===== src/csm_pkg.sv =====
// package: register map, field layouts and state codes of the rail sleep/mode registers
package csm_pkg;

  // ----------------------------------------------------------------
  // bus geometry
  // ----------------------------------------------------------------
  localparam int ADDR_W = 8;
  localparam int DATA_W = 32;
  localparam int IDX_LSB = 2;

  // ----------------------------------------------------------------
  // register indices; byte address is four times the index
  // ----------------------------------------------------------------
  localparam logic [5:0] IDX_RAIL3_NORMAL = 6'h23;
  localparam logic [5:0] IDX_RAIL3_SLEEP = 6'h24;
  localparam logic [5:0] IDX_RAIL4 = 6'h25;
  localparam logic [5:0] IDX_RAIL5 = 6'h26;
  localparam logic [5:0] IDX_RAIL6 = 6'h27;
  localparam int NUM_RAILS = 3;

  // ----------------------------------------------------------------
  // field values
  // ----------------------------------------------------------------
  localparam logic [1:0] RESP_OKAY = 2'h0;
  localparam logic [1:0] RESP_SLVERR = 2'h2;
  localparam logic [1:0] SLEEP_EN_OFF = 2'h0;
  localparam logic [1:0] SLEEP_EN_ON = 2'h3;
  localparam logic [1:0] RSVD_WR_RESET = 2'h3;
  localparam logic [1:0] RSVD_RO_VALUE = 2'h0;
  localparam logic MODE_AUTO = 1'h0;
  localparam logic MODE_FPWM = 1'h1;
  localparam logic RAIL_OFF = 1'h0;
  localparam logic PIN_SEL_INPUT1 = 1'h0;
  localparam logic [6:0] CODE_RESET = 7'h00;
  localparam logic [7:0] BYTE_ZERO = 8'h00;

  // rail3 voltage register: code in 7:1, flag in 0
  typedef struct packed {
    logic [6:0] code;
    logic flag;
  } csm_vid_reg_t;

  // rail 4..6 control register layout
  typedef struct packed {
    logic [1:0] rsvd_ro;
    logic [1:0] sleep_en;
    logic [1:0] rsvd_wr;
    logic mode;
    logic enable;
  } csm_rail_ctrl_t;

  // one nonvolatile configuration bank; rail[0] is rail 4
  typedef struct packed {
    csm_vid_reg_t rail3_normal;
    csm_vid_reg_t rail3_sleep;
    csm_rail_ctrl_t [2:0] rail;
  } csm_nvm_t;

  // converter-facing controls of rails 4..6
  typedef struct packed {
    logic sleep_sel;
    logic forced_pwm;
    logic enable;
  } csm_rail_out_t;

  typedef enum logic [1:0] {
    WR_IDLE = 2'b01,
    WR_RESP = 2'b10
  } csm_wr_state_t;

  typedef enum logic [1:0] {
    RD_IDLE = 2'b01,
    RD_DATA = 2'b10
  } csm_rd_state_t;

endpackage


===== src/csm_regs.sv =====
// module: AXI4-Lite register bank for converter sleep voltage, mode and disable controls
//
// The implementer's own choice: register access over AXI4-Lite.
`timescale 1ns/1ns
// Contract
// RULE1 - rail3 sleep register holds a 7-bit sleep code in bits 7:1, used only during sleep.
// RULE2 - rail3 sleep enable bit 0: 0 always normal code, 1 sleep code while its pin is low.
// RULE3 - each rail's sleep input is fixed at build time to sleep input 1 or sleep input 2.
// RULE4 - rails 4-6 sleep field 5:4: 00 always normal, 11 sleep while the assigned pin is low.
// RULE5 - host never writes 01 or 10 into a rail 4-6 sleep field.
// RULE6 - rail 4-6 bits 3:2 are read/write, reset to 11, and host always writes 11.
// RULE7 - rails 4 and 5 bit 1 selects forced PWM at 1; host keeps it at 1.
// RULE8 - rail6 bit 1 gives automatic mode at 0 and forced PWM at 1, applied to the converter.
// RULE9 - rails 4-6 bit 0 at 0 forces the rail off whatever the enable pins say.
// RULE10 - rail 4, 5, 6 controls decode at 25h, 26h, 27h with bits 7:6 read-only.
// RULE11 - rail3 normal code sits in bits 7:1 at 23h and is the target outside sleep.
// RULE12 - unset fields load from the chosen config bank; pin high returns to normal code.
module csm_regs #(
  // per rail 3..6 (bit 0 = rail 3): 0 = sleep input 1, 1 = sleep input 2
  parameter logic [3:0] SLEEP_PIN_ASSIGN = 4'h0
) (
  // clock and reset
  input wire logic aclk,
  input wire logic aresetn,
  // axi4-lite write address
  input wire logic [csm_pkg::ADDR_W-1:0] awaddr,
  input wire logic [2:0] awprot,
  input wire logic awvalid,
  output logic awready,
  // axi4-lite write data
  input wire logic [csm_pkg::DATA_W-1:0] wdata,
  input wire logic [3:0] wstrb,
  input wire logic wvalid,
  output logic wready,
  // axi4-lite write response
  output logic [1:0] bresp,
  output logic bvalid,
  input wire logic bready,
  // axi4-lite read address
  input wire logic [csm_pkg::ADDR_W-1:0] araddr,
  input wire logic [2:0] arprot,
  input wire logic arvalid,
  output logic arready,
  // axi4-lite read data
  output logic [csm_pkg::DATA_W-1:0] rdata,
  output logic [1:0] rresp,
  output logic rvalid,
  input wire logic rready,
  // nonvolatile configuration banks
  input wire csm_pkg::csm_nvm_t nvm_bank0,
  input wire csm_pkg::csm_nvm_t nvm_bank1,
  input wire logic nvm_bank_sel,
  // control pins, active-low sleep inputs
  input wire logic ctrl_pin3_sleep_input1_n,
  input wire logic ctrl_pin6_sleep_input2_n,
  input wire logic [2:0] rail_enable_pins,
  // converter controls
  output logic [6:0] rail3_target_code,
  output logic rail3_in_sleep,
  output csm_pkg::csm_rail_out_t [2:0] rail_out
);

  // ----------------------------------------------------------------
  // storage
  // ----------------------------------------------------------------
  logic [6:0] rail3_normal_voltage_code_r;
  logic [6:0] rail3_sleep_voltage_code_r;
  logic rail3_sleep_enable_r;
  csm_pkg::csm_rail_ctrl_t [2:0] rail_ctrl_r;
  logic load_r;
  csm_pkg::csm_nvm_t nvm_sel;

  // bus state
  csm_pkg::csm_wr_state_t wst_r;
  csm_pkg::csm_rd_state_t rst_r;
  logic aw_have_r;
  logic w_have_r;
  logic [5:0] aw_idx_r;
  logic [7:0] wbyte_r;
  logic wlane_r;
  logic aw_hs;
  logic w_hs;
  logic ar_hs;
  logic commit;
  logic wr_en;
  logic [5:0] wr_idx;
  logic [5:0] rd_idx;
  logic [7:0] wr_byte;
  logic wr_lane;
  logic [7:0] rd_byte;
  logic [3:0] sleep_pin_low;

  // ----------------------------------------------------------------
  // helpers
  // ----------------------------------------------------------------
  function automatic logic idx_mapped(input logic [5:0] idx);
    idx_mapped = (idx >= csm_pkg::IDX_RAIL3_NORMAL) && (idx <= csm_pkg::IDX_RAIL6);
  endfunction

  // handshakes and merged write request
  always_comb begin
    aw_hs = awvalid && awready;
    w_hs = wvalid && wready;
    ar_hs = arvalid && arready;
    wr_idx = aw_have_r ? aw_idx_r : awaddr[7:csm_pkg::IDX_LSB];
    wr_byte = w_have_r ? wbyte_r : wdata[7:0];
    wr_lane = w_have_r ? wlane_r : wstrb[0];
    commit = (wst_r == csm_pkg::WR_IDLE) && (aw_have_r || aw_hs) && (w_have_r || w_hs);
    wr_en = commit && wr_lane; // lanes 1..3 carry no bits
    rd_idx = araddr[7:csm_pkg::IDX_LSB];
    nvm_sel = nvm_bank_sel ? nvm_bank1 : nvm_bank0;
  end

  // fixed factory routing of the sleep inputs
  always_comb begin
    for (int k = 0; k < 4; k++) begin
      if (SLEEP_PIN_ASSIGN[k] == csm_pkg::PIN_SEL_INPUT1) begin
        sleep_pin_low[k] = !ctrl_pin3_sleep_input1_n; // RULE3
      end else begin
        sleep_pin_low[k] = !ctrl_pin6_sleep_input2_n; // RULE3
      end
    end
  end

  // ----------------------------------------------------------------
  // nonvolatile load
  // ----------------------------------------------------------------
  // one load cycle right after release; the bus stays not-ready meanwhile
  always_ff @(posedge aclk) begin
    if (!aresetn) begin
      load_r <= 1'b1;
    end else begin
      load_r <= 1'b0;
    end
  end

  // ----------------------------------------------------------------
  // rail3 voltage registers
  // ----------------------------------------------------------------
  always_ff @(posedge aclk) begin
    if (!aresetn) begin
      rail3_normal_voltage_code_r <= csm_pkg::CODE_RESET;
      rail3_sleep_voltage_code_r <= csm_pkg::CODE_RESET;
      rail3_sleep_enable_r <= 1'b0;
    end else if (load_r) begin
      rail3_normal_voltage_code_r <= nvm_sel.rail3_normal.code; // RULE12
      rail3_sleep_voltage_code_r <= nvm_sel.rail3_sleep.code; // RULE12
      rail3_sleep_enable_r <= nvm_sel.rail3_sleep.flag; // RULE12
    end else if (wr_en) begin
      if (wr_idx == csm_pkg::IDX_RAIL3_NORMAL) begin
        rail3_normal_voltage_code_r <= wr_byte[7:1]; // RULE11
      end
      if (wr_idx == csm_pkg::IDX_RAIL3_SLEEP) begin
        rail3_sleep_voltage_code_r <= wr_byte[7:1]; // RULE1
        rail3_sleep_enable_r <= wr_byte[0]; // RULE2
      end
    end
  end

  // ----------------------------------------------------------------
  // rail 4..6 control registers
  // ----------------------------------------------------------------
  // reserved 3:2 start at 11 and are never taken from the bank
  always_ff @(posedge aclk) begin
    if (!aresetn) begin
      for (int i = 0; i < csm_pkg::NUM_RAILS; i++) begin
        rail_ctrl_r[i].rsvd_ro <= csm_pkg::RSVD_RO_VALUE;
        rail_ctrl_r[i].sleep_en <= csm_pkg::SLEEP_EN_OFF;
        rail_ctrl_r[i].rsvd_wr <= csm_pkg::RSVD_WR_RESET; // RULE6
        rail_ctrl_r[i].mode <= csm_pkg::MODE_FPWM;
        rail_ctrl_r[i].enable <= csm_pkg::RAIL_OFF;
      end
    end else if (load_r) begin
      for (int i = 0; i < csm_pkg::NUM_RAILS; i++) begin
        rail_ctrl_r[i].sleep_en <= nvm_sel.rail[i].sleep_en; // RULE12
        rail_ctrl_r[i].mode <= nvm_sel.rail[i].mode; // RULE12
        rail_ctrl_r[i].enable <= nvm_sel.rail[i].enable; // RULE12
      end
    end else if (wr_en) begin
      for (int i = 0; i < csm_pkg::NUM_RAILS; i++) begin
        if (wr_idx == csm_pkg::IDX_RAIL4 + 6'(i)) begin // RULE10
          // reserved codes are stored as written and simply never select sleep
          rail_ctrl_r[i].sleep_en <= wr_byte[5:4]; // RULE4
          rail_ctrl_r[i].rsvd_wr <= wr_byte[3:2]; // RULE6
          rail_ctrl_r[i].mode <= wr_byte[1]; // RULE7
          rail_ctrl_r[i].enable <= wr_byte[0]; // RULE9
        end
      end
    end
  end

  // ----------------------------------------------------------------
  // converter outputs
  // ----------------------------------------------------------------
  // rail3 target: sleep code only while enabled and its pin is low
  always_ff @(posedge aclk) begin
    if (!aresetn) begin
      rail3_target_code <= csm_pkg::CODE_RESET;
      rail3_in_sleep <= 1'b0;
    end else if (rail3_sleep_enable_r && sleep_pin_low[0]) begin
      rail3_target_code <= rail3_sleep_voltage_code_r; // RULE1
      rail3_in_sleep <= 1'b1; // RULE2
    end else begin
      rail3_target_code <= rail3_normal_voltage_code_r; // RULE11
      rail3_in_sleep <= 1'b0; // RULE12
    end
  end

  // rails 4..6: sleep select, mode and gated enable
  always_ff @(posedge aclk) begin
    if (!aresetn) begin
      rail_out <= '0;
    end else begin
      for (int i = 0; i < csm_pkg::NUM_RAILS; i++) begin
        rail_out[i].sleep_sel <= (rail_ctrl_r[i].sleep_en == csm_pkg::SLEEP_EN_ON)
          && sleep_pin_low[i+1]; // RULE4
        rail_out[i].forced_pwm <= rail_ctrl_r[i].mode; // RULE8
        // disable bit wins over the pin sequencer
        rail_out[i].enable <= rail_enable_pins[i] && rail_ctrl_r[i].enable; // RULE9
      end
    end
  end

  // ----------------------------------------------------------------
  // axi4-lite write channel
  // ----------------------------------------------------------------
  // address and data may arrive in either order; each is parked until both are in
  always_ff @(posedge aclk) begin
    if (!aresetn) begin
      wst_r <= csm_pkg::WR_IDLE;
      aw_have_r <= 1'b0;
      w_have_r <= 1'b0;
      aw_idx_r <= '0;
      wbyte_r <= csm_pkg::BYTE_ZERO;
      wlane_r <= 1'b0;
      awready <= 1'b0;
      wready <= 1'b0;
      bvalid <= 1'b0;
      bresp <= csm_pkg::RESP_OKAY;
    end else begin
      unique case (wst_r)
        csm_pkg::WR_IDLE: begin
          if (aw_hs) begin
            aw_idx_r <= awaddr[7:csm_pkg::IDX_LSB];
          end
          if (w_hs) begin
            wbyte_r <= wdata[7:0];
            wlane_r <= wstrb[0];
          end
          if (commit) begin
            aw_have_r <= 1'b0;
            w_have_r <= 1'b0;
            awready <= 1'b0;
            wready <= 1'b0;
            bvalid <= 1'b1;
            bresp <= idx_mapped(wr_idx) ? csm_pkg::RESP_OKAY : csm_pkg::RESP_SLVERR;
            wst_r <= csm_pkg::WR_RESP;
          end else begin
            aw_have_r <= aw_have_r || aw_hs;
            w_have_r <= w_have_r || w_hs;
            awready <= !(aw_have_r || aw_hs) && !load_r;
            wready <= !(w_have_r || w_hs) && !load_r;
          end
        end
        csm_pkg::WR_RESP: begin
          if (bready) begin
            bvalid <= 1'b0;
            awready <= 1'b1;
            wready <= 1'b1;
            wst_r <= csm_pkg::WR_IDLE;
          end
        end
      endcase
    end
  end

  // ----------------------------------------------------------------
  // axi4-lite read channel
  // ----------------------------------------------------------------
  // read view; bits 7:6 of rail controls and bit 0 at 23h read as zero
  always_comb begin
    rd_byte = csm_pkg::BYTE_ZERO;
    unique case (rd_idx)
      csm_pkg::IDX_RAIL3_NORMAL: rd_byte = {rail3_normal_voltage_code_r, 1'b0}; // RULE11
      csm_pkg::IDX_RAIL3_SLEEP: rd_byte = {rail3_sleep_voltage_code_r, rail3_sleep_enable_r};
      csm_pkg::IDX_RAIL4: rd_byte = rail_ctrl_r[0]; // RULE10
      csm_pkg::IDX_RAIL5: rd_byte = rail_ctrl_r[1]; // RULE10
      csm_pkg::IDX_RAIL6: rd_byte = rail_ctrl_r[2]; // RULE10
      default: rd_byte = csm_pkg::BYTE_ZERO;
    endcase
  end

  // one read at a time; data are latched so they hold while rvalid waits
  always_ff @(posedge aclk) begin
    if (!aresetn) begin
      rst_r <= csm_pkg::RD_IDLE;
      arready <= 1'b0;
      rvalid <= 1'b0;
      rdata <= '0;
      rresp <= csm_pkg::RESP_OKAY;
    end else begin
      unique case (rst_r)
        csm_pkg::RD_IDLE: begin
          if (ar_hs) begin
            arready <= 1'b0;
            rvalid <= 1'b1;
            rdata <= {24'h000000, rd_byte};
            rresp <= idx_mapped(rd_idx) ? csm_pkg::RESP_OKAY : csm_pkg::RESP_SLVERR;
            rst_r <= csm_pkg::RD_DATA;
          end else begin
            arready <= !load_r;
          end
        end
        csm_pkg::RD_DATA: begin
          if (rready) begin
            rvalid <= 1'b0;
            arready <= 1'b1;
            rst_r <= csm_pkg::RD_IDLE;
          end
        end
      endcase
    end
  end
endmodule


===== config.mk =====
export PLATFORM = sky130hd
export DESIGN_NAME = csm_regs
export DESIGN_NICKNAME = d
export VERILOG_FILES = /design/src/csm_pkg.sv /design/src/csm_regs.sv
export SDC_FILE = /design/constraint.sdc
export NUM_CORES = 1
export LEC_CHECK = 0
export BUFFER_PORTS_ARGS = -buffer_cell sky130_fd_sc_hd__clkbuf_2
export CORE_AREA = 4 4 102 104
export DETAILED_ROUTE_END_ITERATION = 10
export DIE_AREA = 0 0 106 108
export GPL_TIMING_DRIVEN = 0
export PLACE_DENSITY = 0.79
export SETUP_SLACK_MARGIN = 0.1
export SLEW_MARGIN = 20
export SYNTH_ARGS = -nofsm -noshare
export SYNTH_HDL_FRONTEND = slang
export SYNTH_SLANG_ARGS = --single-unit

===== constraint.sdc =====
create_clock -name aclk -period 2.15 [get_ports aclk]
set_input_delay 0.215 -clock aclk [delete_from_list [all_inputs] [get_ports aclk]]
set_output_delay 0.215 -clock aclk [all_outputs]
set_load 0.01 [all_outputs]

Word level (Yosys, flattened, before mapping)
Cells that the tools add are included.

Register bits: 89. Input bits: 151. Word-level logic and storage cells: 164.

$lt $le $gt $ge: 4. Equality and inequality tests: 21. Mux-type cells: 53. Bitwise gates (word level): 1. Reduce and logical (&&, ||, !) cells: 43.

Operators with widths (number): 6-bit == test (second input constant) (10); 7-bit two-way mux (7); 6-bit two-way mux (7); 40-bit two-way mux (1); 8-bit case mux with 5 select lines (1); 2-bit two-way mux (12); 2-bit AND reduction (11); 1-bit logical AND (17); 1-bit two-way mux (17); 6-bit >= comparator (second input constant) (2); 6-bit <= comparator (second input constant) (2); 2-bit nonzero test (6); 2-bit == test (second input constant) (5); 1-bit case mux with 2 select lines (5); 3-bit AND reduction (3); 8-bit two-way mux (1); 2-bit != test (second input constant) (4); 2-bit case mux with 2 select lines (2); 2-bit by 1-bit == test with 1-bit output (second input constant) (2); 1-bit zero test (4); 1-bit logical OR (2); 1-bit inverter (1).

Depth between registers and ports, before layout
Gate-level depths: netlist of run 1.

Depth in word-level cells: 7. Depth in mapped cells: 6. Mapped depth without buffers: 4.

Worst setup path before layout of run 1
No wires, ideal clock.

Kind: flip-flop to flip-flop. From: register awready. To: register rail_ctrl_r[10] (netlist bit). Library setup time: 0.145 ns. Data arrival time: 1.695 ns. Required time: 2.005 ns. Slack: 0.310 ns. Cell stages (with the launch flop): 5. Path buffers: 0. Period minus slack after synthesis: 1.840 ns. Cell sequence: dfxtp_1 a21oi_1 or4_1 nor4b_1 o221ai_1.

Cells in the longest elaborated chain, start to end: 6.

Ends and longest elaborated chain: from (decl) (line csm_regs.sv:29) `output logic awready,`; from (signal assigned) (line csm_regs.sv:261) `awready <= !(aw_have_r || aw_hs) && !load_r;`; 1-bit logical AND (line csm_regs.sv:102) `aw_hs = awvalid && awready;`; 1-bit logical OR (line csm_regs.sv:108) `commit = (wst_r == csm_pkg::WR_IDLE) && (aw_have_r || aw_hs) && (w_have_r || w_hs);`; 1-bit logical AND (2 in a row) (line csm_regs.sv:108); 1-bit logical AND (line csm_regs.sv:109) `wr_en = commit && wr_lane;`; 3-bit AND reduction (no source line); to (decl) (line csm_regs.sv:69) `csm_pkg::csm_rail_ctrl_t [2:0] rail_ctrl_r;`.

Every way passes these cells. A chain may end at the register's enable or synchronous reset.

Worst setup path after layout of run 1
Ends and elaborated chain as after synthesis.

==> results.md, run 1 <==
* Status: completed
* TritonCTS clock tree: yes
* Ports at 209
* First-pass GRT wire length at 18730 microns
* Leak at 0.002589 uW
* Post-synthesis cell count at 481
* Switching share of total power at 27.36%
* PD cells at 673.5 mW/mm^2
* Worst Path Required at 2.35 ns
* Antenna viol nets, final at 0
* Post-layout min period at 2.047 ns
* Global route total overflow at 0
* Skew-Pair Late Insertion Delay at 0.35 ns
* Vias in the first global route at 3841
* Worst Skew at 0.009602 ns
* PortBufs at 115
* Placed wire-length estimate at 9497 microns
* Via Count at 4022
* Die footprint at 0.01145 sq mm
* Fin. max-slew vios at 0
* Post-CTS Setup Repair Bufs at 0
* Pint at 2652 uW
* Wl on met1 at 5183 microns
* Post-Syn Area at 0.004360 sq mm
* Maximum vdd ir drop at 477.9 uV
* Hold Crit Depth at 2
* CP Launch Type: flip-flop
* WL met3 at 758 microns
* Synth Register Bits at 85
* Actual slew at the worst max-slew pin at 0.8801 ns
* Reg-to-reg endpoint: rail_ctrl_r[10]
* Avg Cell Area, Syn at 9.065 sq um
* Sequential fraction of the synthesis area at 39.02%
* Ys flop type: dfxtp_1
* Chip width at 106 microns
* Seq pwr share at 47.6%
* Routed wire length at 11990 microns
* CTS Buffer Depth at 2
* First-pass DRT Iterations at 5
* Util after Layout at 56.77%
* Top Layer Used: met4
* Drt drc at 0
* Worst Hold Launch: rail_enable_pins[2]
* Nets at 783
* CTS root buf: clkbuf_8
* Sw power at 999.1 uW
* Critical path arrival at 2.24 ns
* FILL cells at 848
* Synth warn at 0
* Relative slew margins at 40.88%
* Async set-reset flop share out of synthesis at 0%
* Vias per cell at 5.230
* Cell variety after synth at 46
* Kind of critical path: reg -> reg
* RSZ-0062 raised after global routing: true
* Initial Utilization at 45.66%
* Final instance area at 0.005421 sq mm
* Die H at 108 microns
* F_max at 0.4885 GHz
* Initial antenna violation count at 0
* Critical Path End Type: flip-flop
* Max Cap Viol at 0
* P&R area growth vs syn at 24.33%
* Cts hold-fix bufs at 0
* Final setup violating endpoints at 0
* Core area at 0.009549 sq mm
* EDFF count, synth at 0
* Clock share of power at 33.9%
* FP Rows at 36
* Proportion of layout cells with a drive suffix above 1 at 29.25%
* Flop-to-flop setup slack at 0.10 ns
* Placed Area at 0.005196 sq mm
* Drt wl/cell at 15.59 microns
* Placer Congestion at 0.9334
* Period utilisation layout at 95.22%
* WL met2 at 5721 microns
* Clock sinks at 85
* H-Tree Depth at 3
* CP Max Fanout at 6
* Fin. Hold Viols at 0
* Inserted Clock Buffers at 9
* Min-Delay Endpoint: rail_out[6]
* Pin count of the biggest net entering global routing at 14
* R2R cell count at 4
* Hold Path Class: in -> reg
* Clock transition at path regs at 0.09 ns
* GRT Util Overall at 20.62%
* Diodes inserted at 0
* 1st-iter DRT viols at 365
* Worst r2r src: awready
* Combinational share of power at 18.5%
-- through the flow --
stage	hold slack (ns)	total power, uW	setup slack [ns]	instances	TNS [ns]
2_1_floorplan	0.3510	2202	0.3098	506	0
4_1_cts	0.08304	3650	0.1352	769	0
3_3_place_gp	0.4382	2414	0.1546	754	0
6_report	0.08814	3651	0.1028	769	0
5_1_grt	0.09655	3789	-0.04022	769	-0.08511
3_5_place_dp	0.4477	2438	0.04500	754	0
-- layer usage --
layer	vias up	global-route usage [%]
met5	-	0
met4	0	8.326
met3	32	2.627
met2	165	34.70
met1	1858	27.00
li1	1967	-
-- worst max-delay path, stage by stage, from the launching register on --
cell and delay [ns]:
dfxtp_1 0.41, a21oi_1 0.19, or4_1 0.66, nor4b_1 0.45
o221ai_1 0.19
-- cell usage after synthesis, drive strengths merged (4+ instances only) --
library cell  number  area share [%]
dfxtp             85              39
nand2             83             7.1
mux2i             78              18
buf               35             5.5
nor2              24             2.1
a21oi             23             2.7
clkbuf            19             1.6
o21ai             13             1.5
and3              10             1.4
inv                9            0.77
mux2               9             2.3
a21o               8             1.4
a221oi             7             1.4
nand3              7            0.80
and2               6            0.86
nor3               6            0.69
mux4               5             2.6
o221ai             5             1.0
o22ai              5            0.72
a31oi              4            0.72
-- what timing repair did --
action                                 4_1_cts  5_1_grt
gates resized for setup                      1        1
endpoints found under the hold margin        0        0
setup endpoints to repair                   10       19
pin swaps                                    0        0
-- how the worst max path moves through the flow --
| stage | end | from | depth (start not counted) | slack, ns |
|---|---|---|---|---|
| floorplan | rail_ctrl_r[10] | awready | 4 | 0.31 |
| global placement | rail3_sleep_enable_r | aw_have_r | 5 | 0.15 |
| detailed placement | rail3_sleep_voltage_code_r[0] | aw_have_r | 5 | 0.04 |
| CTS | rail_ctrl_r[10] | awready | 4 | 0.14 |
| global route | rail_ctrl_r[2] | awready | 4 | -0.04 |
| finish | rail_ctrl_r[10] | awready | 4 | 0.10 |
-- cells in the final DEF (no fill, tap or decap), types with 10 or more instances in the layout --
cell type,netlist,layout
and3_1,10,10
conb_1,1,26
clkbuf_2,0,115
clkbuf_8,0,10
o21ai_0,13,13
a21oi_1,22,22
buf_4,27,27
nor2_1,24,24
mux2i_1,78,78
clkbuf_1,19,20
dfxtp_1,85,85
nand2_1,83,83
-- area by class of cell --
| class | instances | area [sq um] | area share [%] |
|---|---|---|---|
| clock buffers | 11 | 141.4 | 2.608 |
| repair buffers | 115 | 575.6 | 10.62 |
| clock inverters | 4 | 72.57 | 1.339 |
| flip-flops and latches | 85 | 1702 | 31.39 |
| well taps | 133 | 166.4 | 3.069 |
| plain buffers | 54 | 310.3 | 5.724 |
| multi-input cells | 358 | 2420 | 44.63 |
| inverters | 9 | 33.78 | 0.6231 |
-- flip-flops by register name, summed over array words and instances, names as in the netlist, 6 cells and up --
signal,count
rdata,8
rail3_sleep_voltage_code_r,7
rail3_target_code,7
rail_ctrl_r,18
rail_out,9
wbyte_r,8
rail3_normal_voltage_code_r,7
aw_idx_r,6
-- cells by family after synthesis --
group,after synthesis,share of synthesized area [%]
AO/OA/AOI/OAI,80,12.37
buffers and inverters,63,7.891
flip-flops,85,39.02
multiplexers,92,22.81
other,1,0.08600
AND/OR/NAND/NOR,160,17.82
-- power groups by stage --
stage | Sequential [uW] | Combinational, uW | Clock, uW
3_5_place_dp | 1770 | 664 | 0
2_1_floorplan | 1770 | 431 | 0
5_1_grt | 1750 | 738 | 1300
4_1_cts | 1740 | 669 | 1240
3_3_place_gp | 1770 | 646 | 0
6_report | 1740 | 675 | 1240
(Power assumes the default switching activity.)
==> run 2: changes to the inputs <==
--- a/config.mk
+++ b/config.mk
@@ -6,6 +6,7 @@
 export NUM_CORES = 1
 export LEC_CHECK = 0
 export BUFFER_PORTS_ARGS = -buffer_cell sky130_fd_sc_hd__clkbuf_2
+export CAP_MARGIN = 25
 export CORE_AREA = 4 4 102 104
 export DETAILED_ROUTE_END_ITERATION = 10
 export DIE_AREA = 0 0 106 108
==> constraint.sdc (replaced) <==
create_clock -name aclk -period 2 [get_ports aclk]
set_input_delay 0.2 -clock aclk [delete_from_list [all_inputs] [get_ports aclk]]
set_output_delay 0.2 -clock aclk [all_outputs]
set_load 0.01 [all_outputs]
==> run 2 against run 1 <==
Compared with the run above:
- critical path depth stayed put
- clock skew is 0.0011 ns lower
- critical endpoint is now rail_ctrl_r[19]
- count of clock-buffer cells in the layout stayed put
- clock power is 7% higher
- sequential power is 7% higher
- power is 8.1% higher
- largest power group unchanged
==> results.md, run 2 (synthesis gave the netlist of run 1 again) <==
* Period utilisation layout at 93.87%
* First-pass DRT Iterations at 6
* Fin. max-slew vios at 0
* PD cells at 709.8 mW/mm^2
* Kind of critical path: reg -> reg
* Leak at 0.002654 uW
* Cts hold-fix bufs at 0
* Largest registers: rail_ctrl_r x18, rail_out x9
* Flop-to-flop setup slack at 0.12 ns
* Initial Utilization at 45.66%
* Seq pwr share at 47.4%
* Actual slew at the worst max-slew pin at 0.9151 ns
* Register area at 0.001703 sq mm
* Skew-Pair Late Insertion Delay at 0.35 ns
* FILL cells at 831
* Diodes inserted at 0
* FP Rows at 36
* R2R cell count at 4
* Reg-to-reg endpoint: rail_ctrl_r[19]
* F_max at 0.5326 GHz
* Pin count of the biggest net entering global routing at 14
* Setup TNS Final at 0 ns
* Ports at 209
* Nets at 786
* Worst Path Required at 2.21 ns
* H-Tree Depth at 3
* 1st-iter DRT viols at 315
* Global route total overflow at 0
* Crit path from: aw_have_r
* Most flop-heavy register: rail_ctrl_r
* Fin. Hold Viols at 0
* Clock transition at path regs at 0.09 ns
* Die footprint at 0.01145 sq mm
* Relative slew margins at 38.52%
* Sw power at 1085 uW
* Status: completed
* RSZ-0062 raised after global routing: true
* Routed wire length at 12290 microns
* Maximum vdd ir drop at 515.7 uV
* Pint at 2861 uW
* GRT Util Overall at 20.65%
* Drt drc at 0
* PortBufs at 115
* CP Launch Type: flip-flop
* Commonest non-fill, non-tap cell in the layout: clkbuf_2
* Initial antenna violation count at 0
* Switching share of total power at 27.50%
* Vias per cell at 5.231
* Combinational share of power at 19.0%
* First-pass GRT wire length at 18770 microns
* CTS Buffer Depth at 2
* Hold Path Class: in -> reg
* Via Count at 4038
* Clock share of power at 33.6%
* CP Max Fanout at 6
* Final setup violating endpoints at 0
* Die H at 108 microns
* CTS root buf: clkbuf_8
* Drt wl/cell at 15.92 microns
* Max FFs per register at 18
* P&R area growth vs syn at 27.52%
* Worst r2r src: aw_have_r
* Critical path arrival at 2.09 ns
* Worst Setup EP: rail_ctrl_r[19]
* Max Cap Viol at 0
* Antenna viol nets, final at 0
* Clock sinks at 85
* TritonCTS clock tree: yes
* Worst Skew at 0.008481 ns
* Vias in the first global route at 3856
* Chip width at 106 microns
* Core area at 0.009549 sq mm
* Multi-input gate area at 0.002519 sq mm
* Proportion of layout cells with a drive suffix above 1 at 31.77%
* Inserted Clock Buffers at 9
* Critical Path End Type: flip-flop
* Placed wire-length estimate at 9497 microns
* Final Power at 3947 uW
* Commonest cells after routing, fill and taps aside: clkbuf_2, dfxtp_1, nand2_1, mux2i_1, buf_4
* Post-layout min period at 1.877 ns
* Placer Congestion at 0.9334
==> run 2: timing repair <==
| action | in CTS | in global routing |
|---|---|---|
| buffers inserted | 0 | 3 |
| resized for setup | 3 | 20 |
| pin swaps | 0 | 2 |
| endpoints found under the setup margin | 33 | 34 |
==> run 2: worst min path at each step <==
stage / start / endpoint / slack, ns / depth (start not counted)
after floorplan: wdata[6] / wbyte_r[6] / 0.34 / 2
after global placement: rail_enable_pins[1] / rail_out[3] / 0.44 / 2
after detailed placement: rail_enable_pins[2] / rail_out[6] / 0.43 / 2
after CTS: rail_enable_pins[2] / rail_out[6] / 0.07 / 2
after global routing: rail_enable_pins[1] / rail_out[3] / 0.08 / 2
final: rail_enable_pins[2] / rail_out[6] / 0.07 / 2
==> run 2: power by group through the flow <==
stage	clock network [uW]	registers (uW)	logic (uW)
after floorplan	0	1900	463
after global placement	0	1900	694
after detailed placement	0	1910	714
after CTS	1340	1870	720
after global routing	1400	1890	816
final	1330	1870	749
==> run 2: area by class of cell <==
| type | count | share of cell area (%) |
|---|---|---|
| Clock inverter | 4 | 1.305 |
| Tap cell | 133 | 2.993 |
| Inverter | 9 | 0.6076 |
| Multi-Input combinational cell | 358 | 45.30 |
| Buffer | 54 | 5.648 |
| Timing Repair Buffer | 118 | 10.98 |
| Sequential cell | 85 | 30.63 |
| Clock buffer | 11 | 2.543 |
==> run 2: through the flow <==
step	instances	area, sq um	utilization [%]	hold WS [ns]	setup slack (ns)
6_report	772	5560	58.23	0.07316	0.1226
5_1_grt	772	5560	58.23	0.08155	0.07808
4_1_cts	769	5428	56.84	0.06804	0.02166
3_5_place_dp	754	5196	54.42	0.4346	-0.1050
3_3_place_gp	754	5196	54.42	0.4368	0.004568
2_1_floorplan	506	4454	-	0.3360	0.1598
==> run 2: per-layer routing <==
layer | vias up | GRT usage (%) | routed length, microns
li1 | 1970 | - | -
met1 | 1854 | 27.04 | 5163
met2 | 185 | 34.74 | 5917
met3 | 29 | 2.627 | 866
met4 | 0 | 8.326 | 344
met5 | - | 0 | 0
==> run 2: critical path, cell delays in order (launching register included) <==
cell      delay [ns]
dfxtp_2         0.36
or4bb_1         0.58
and2_1          0.28
o41ai_2         0.38
o211ai_1        0.13
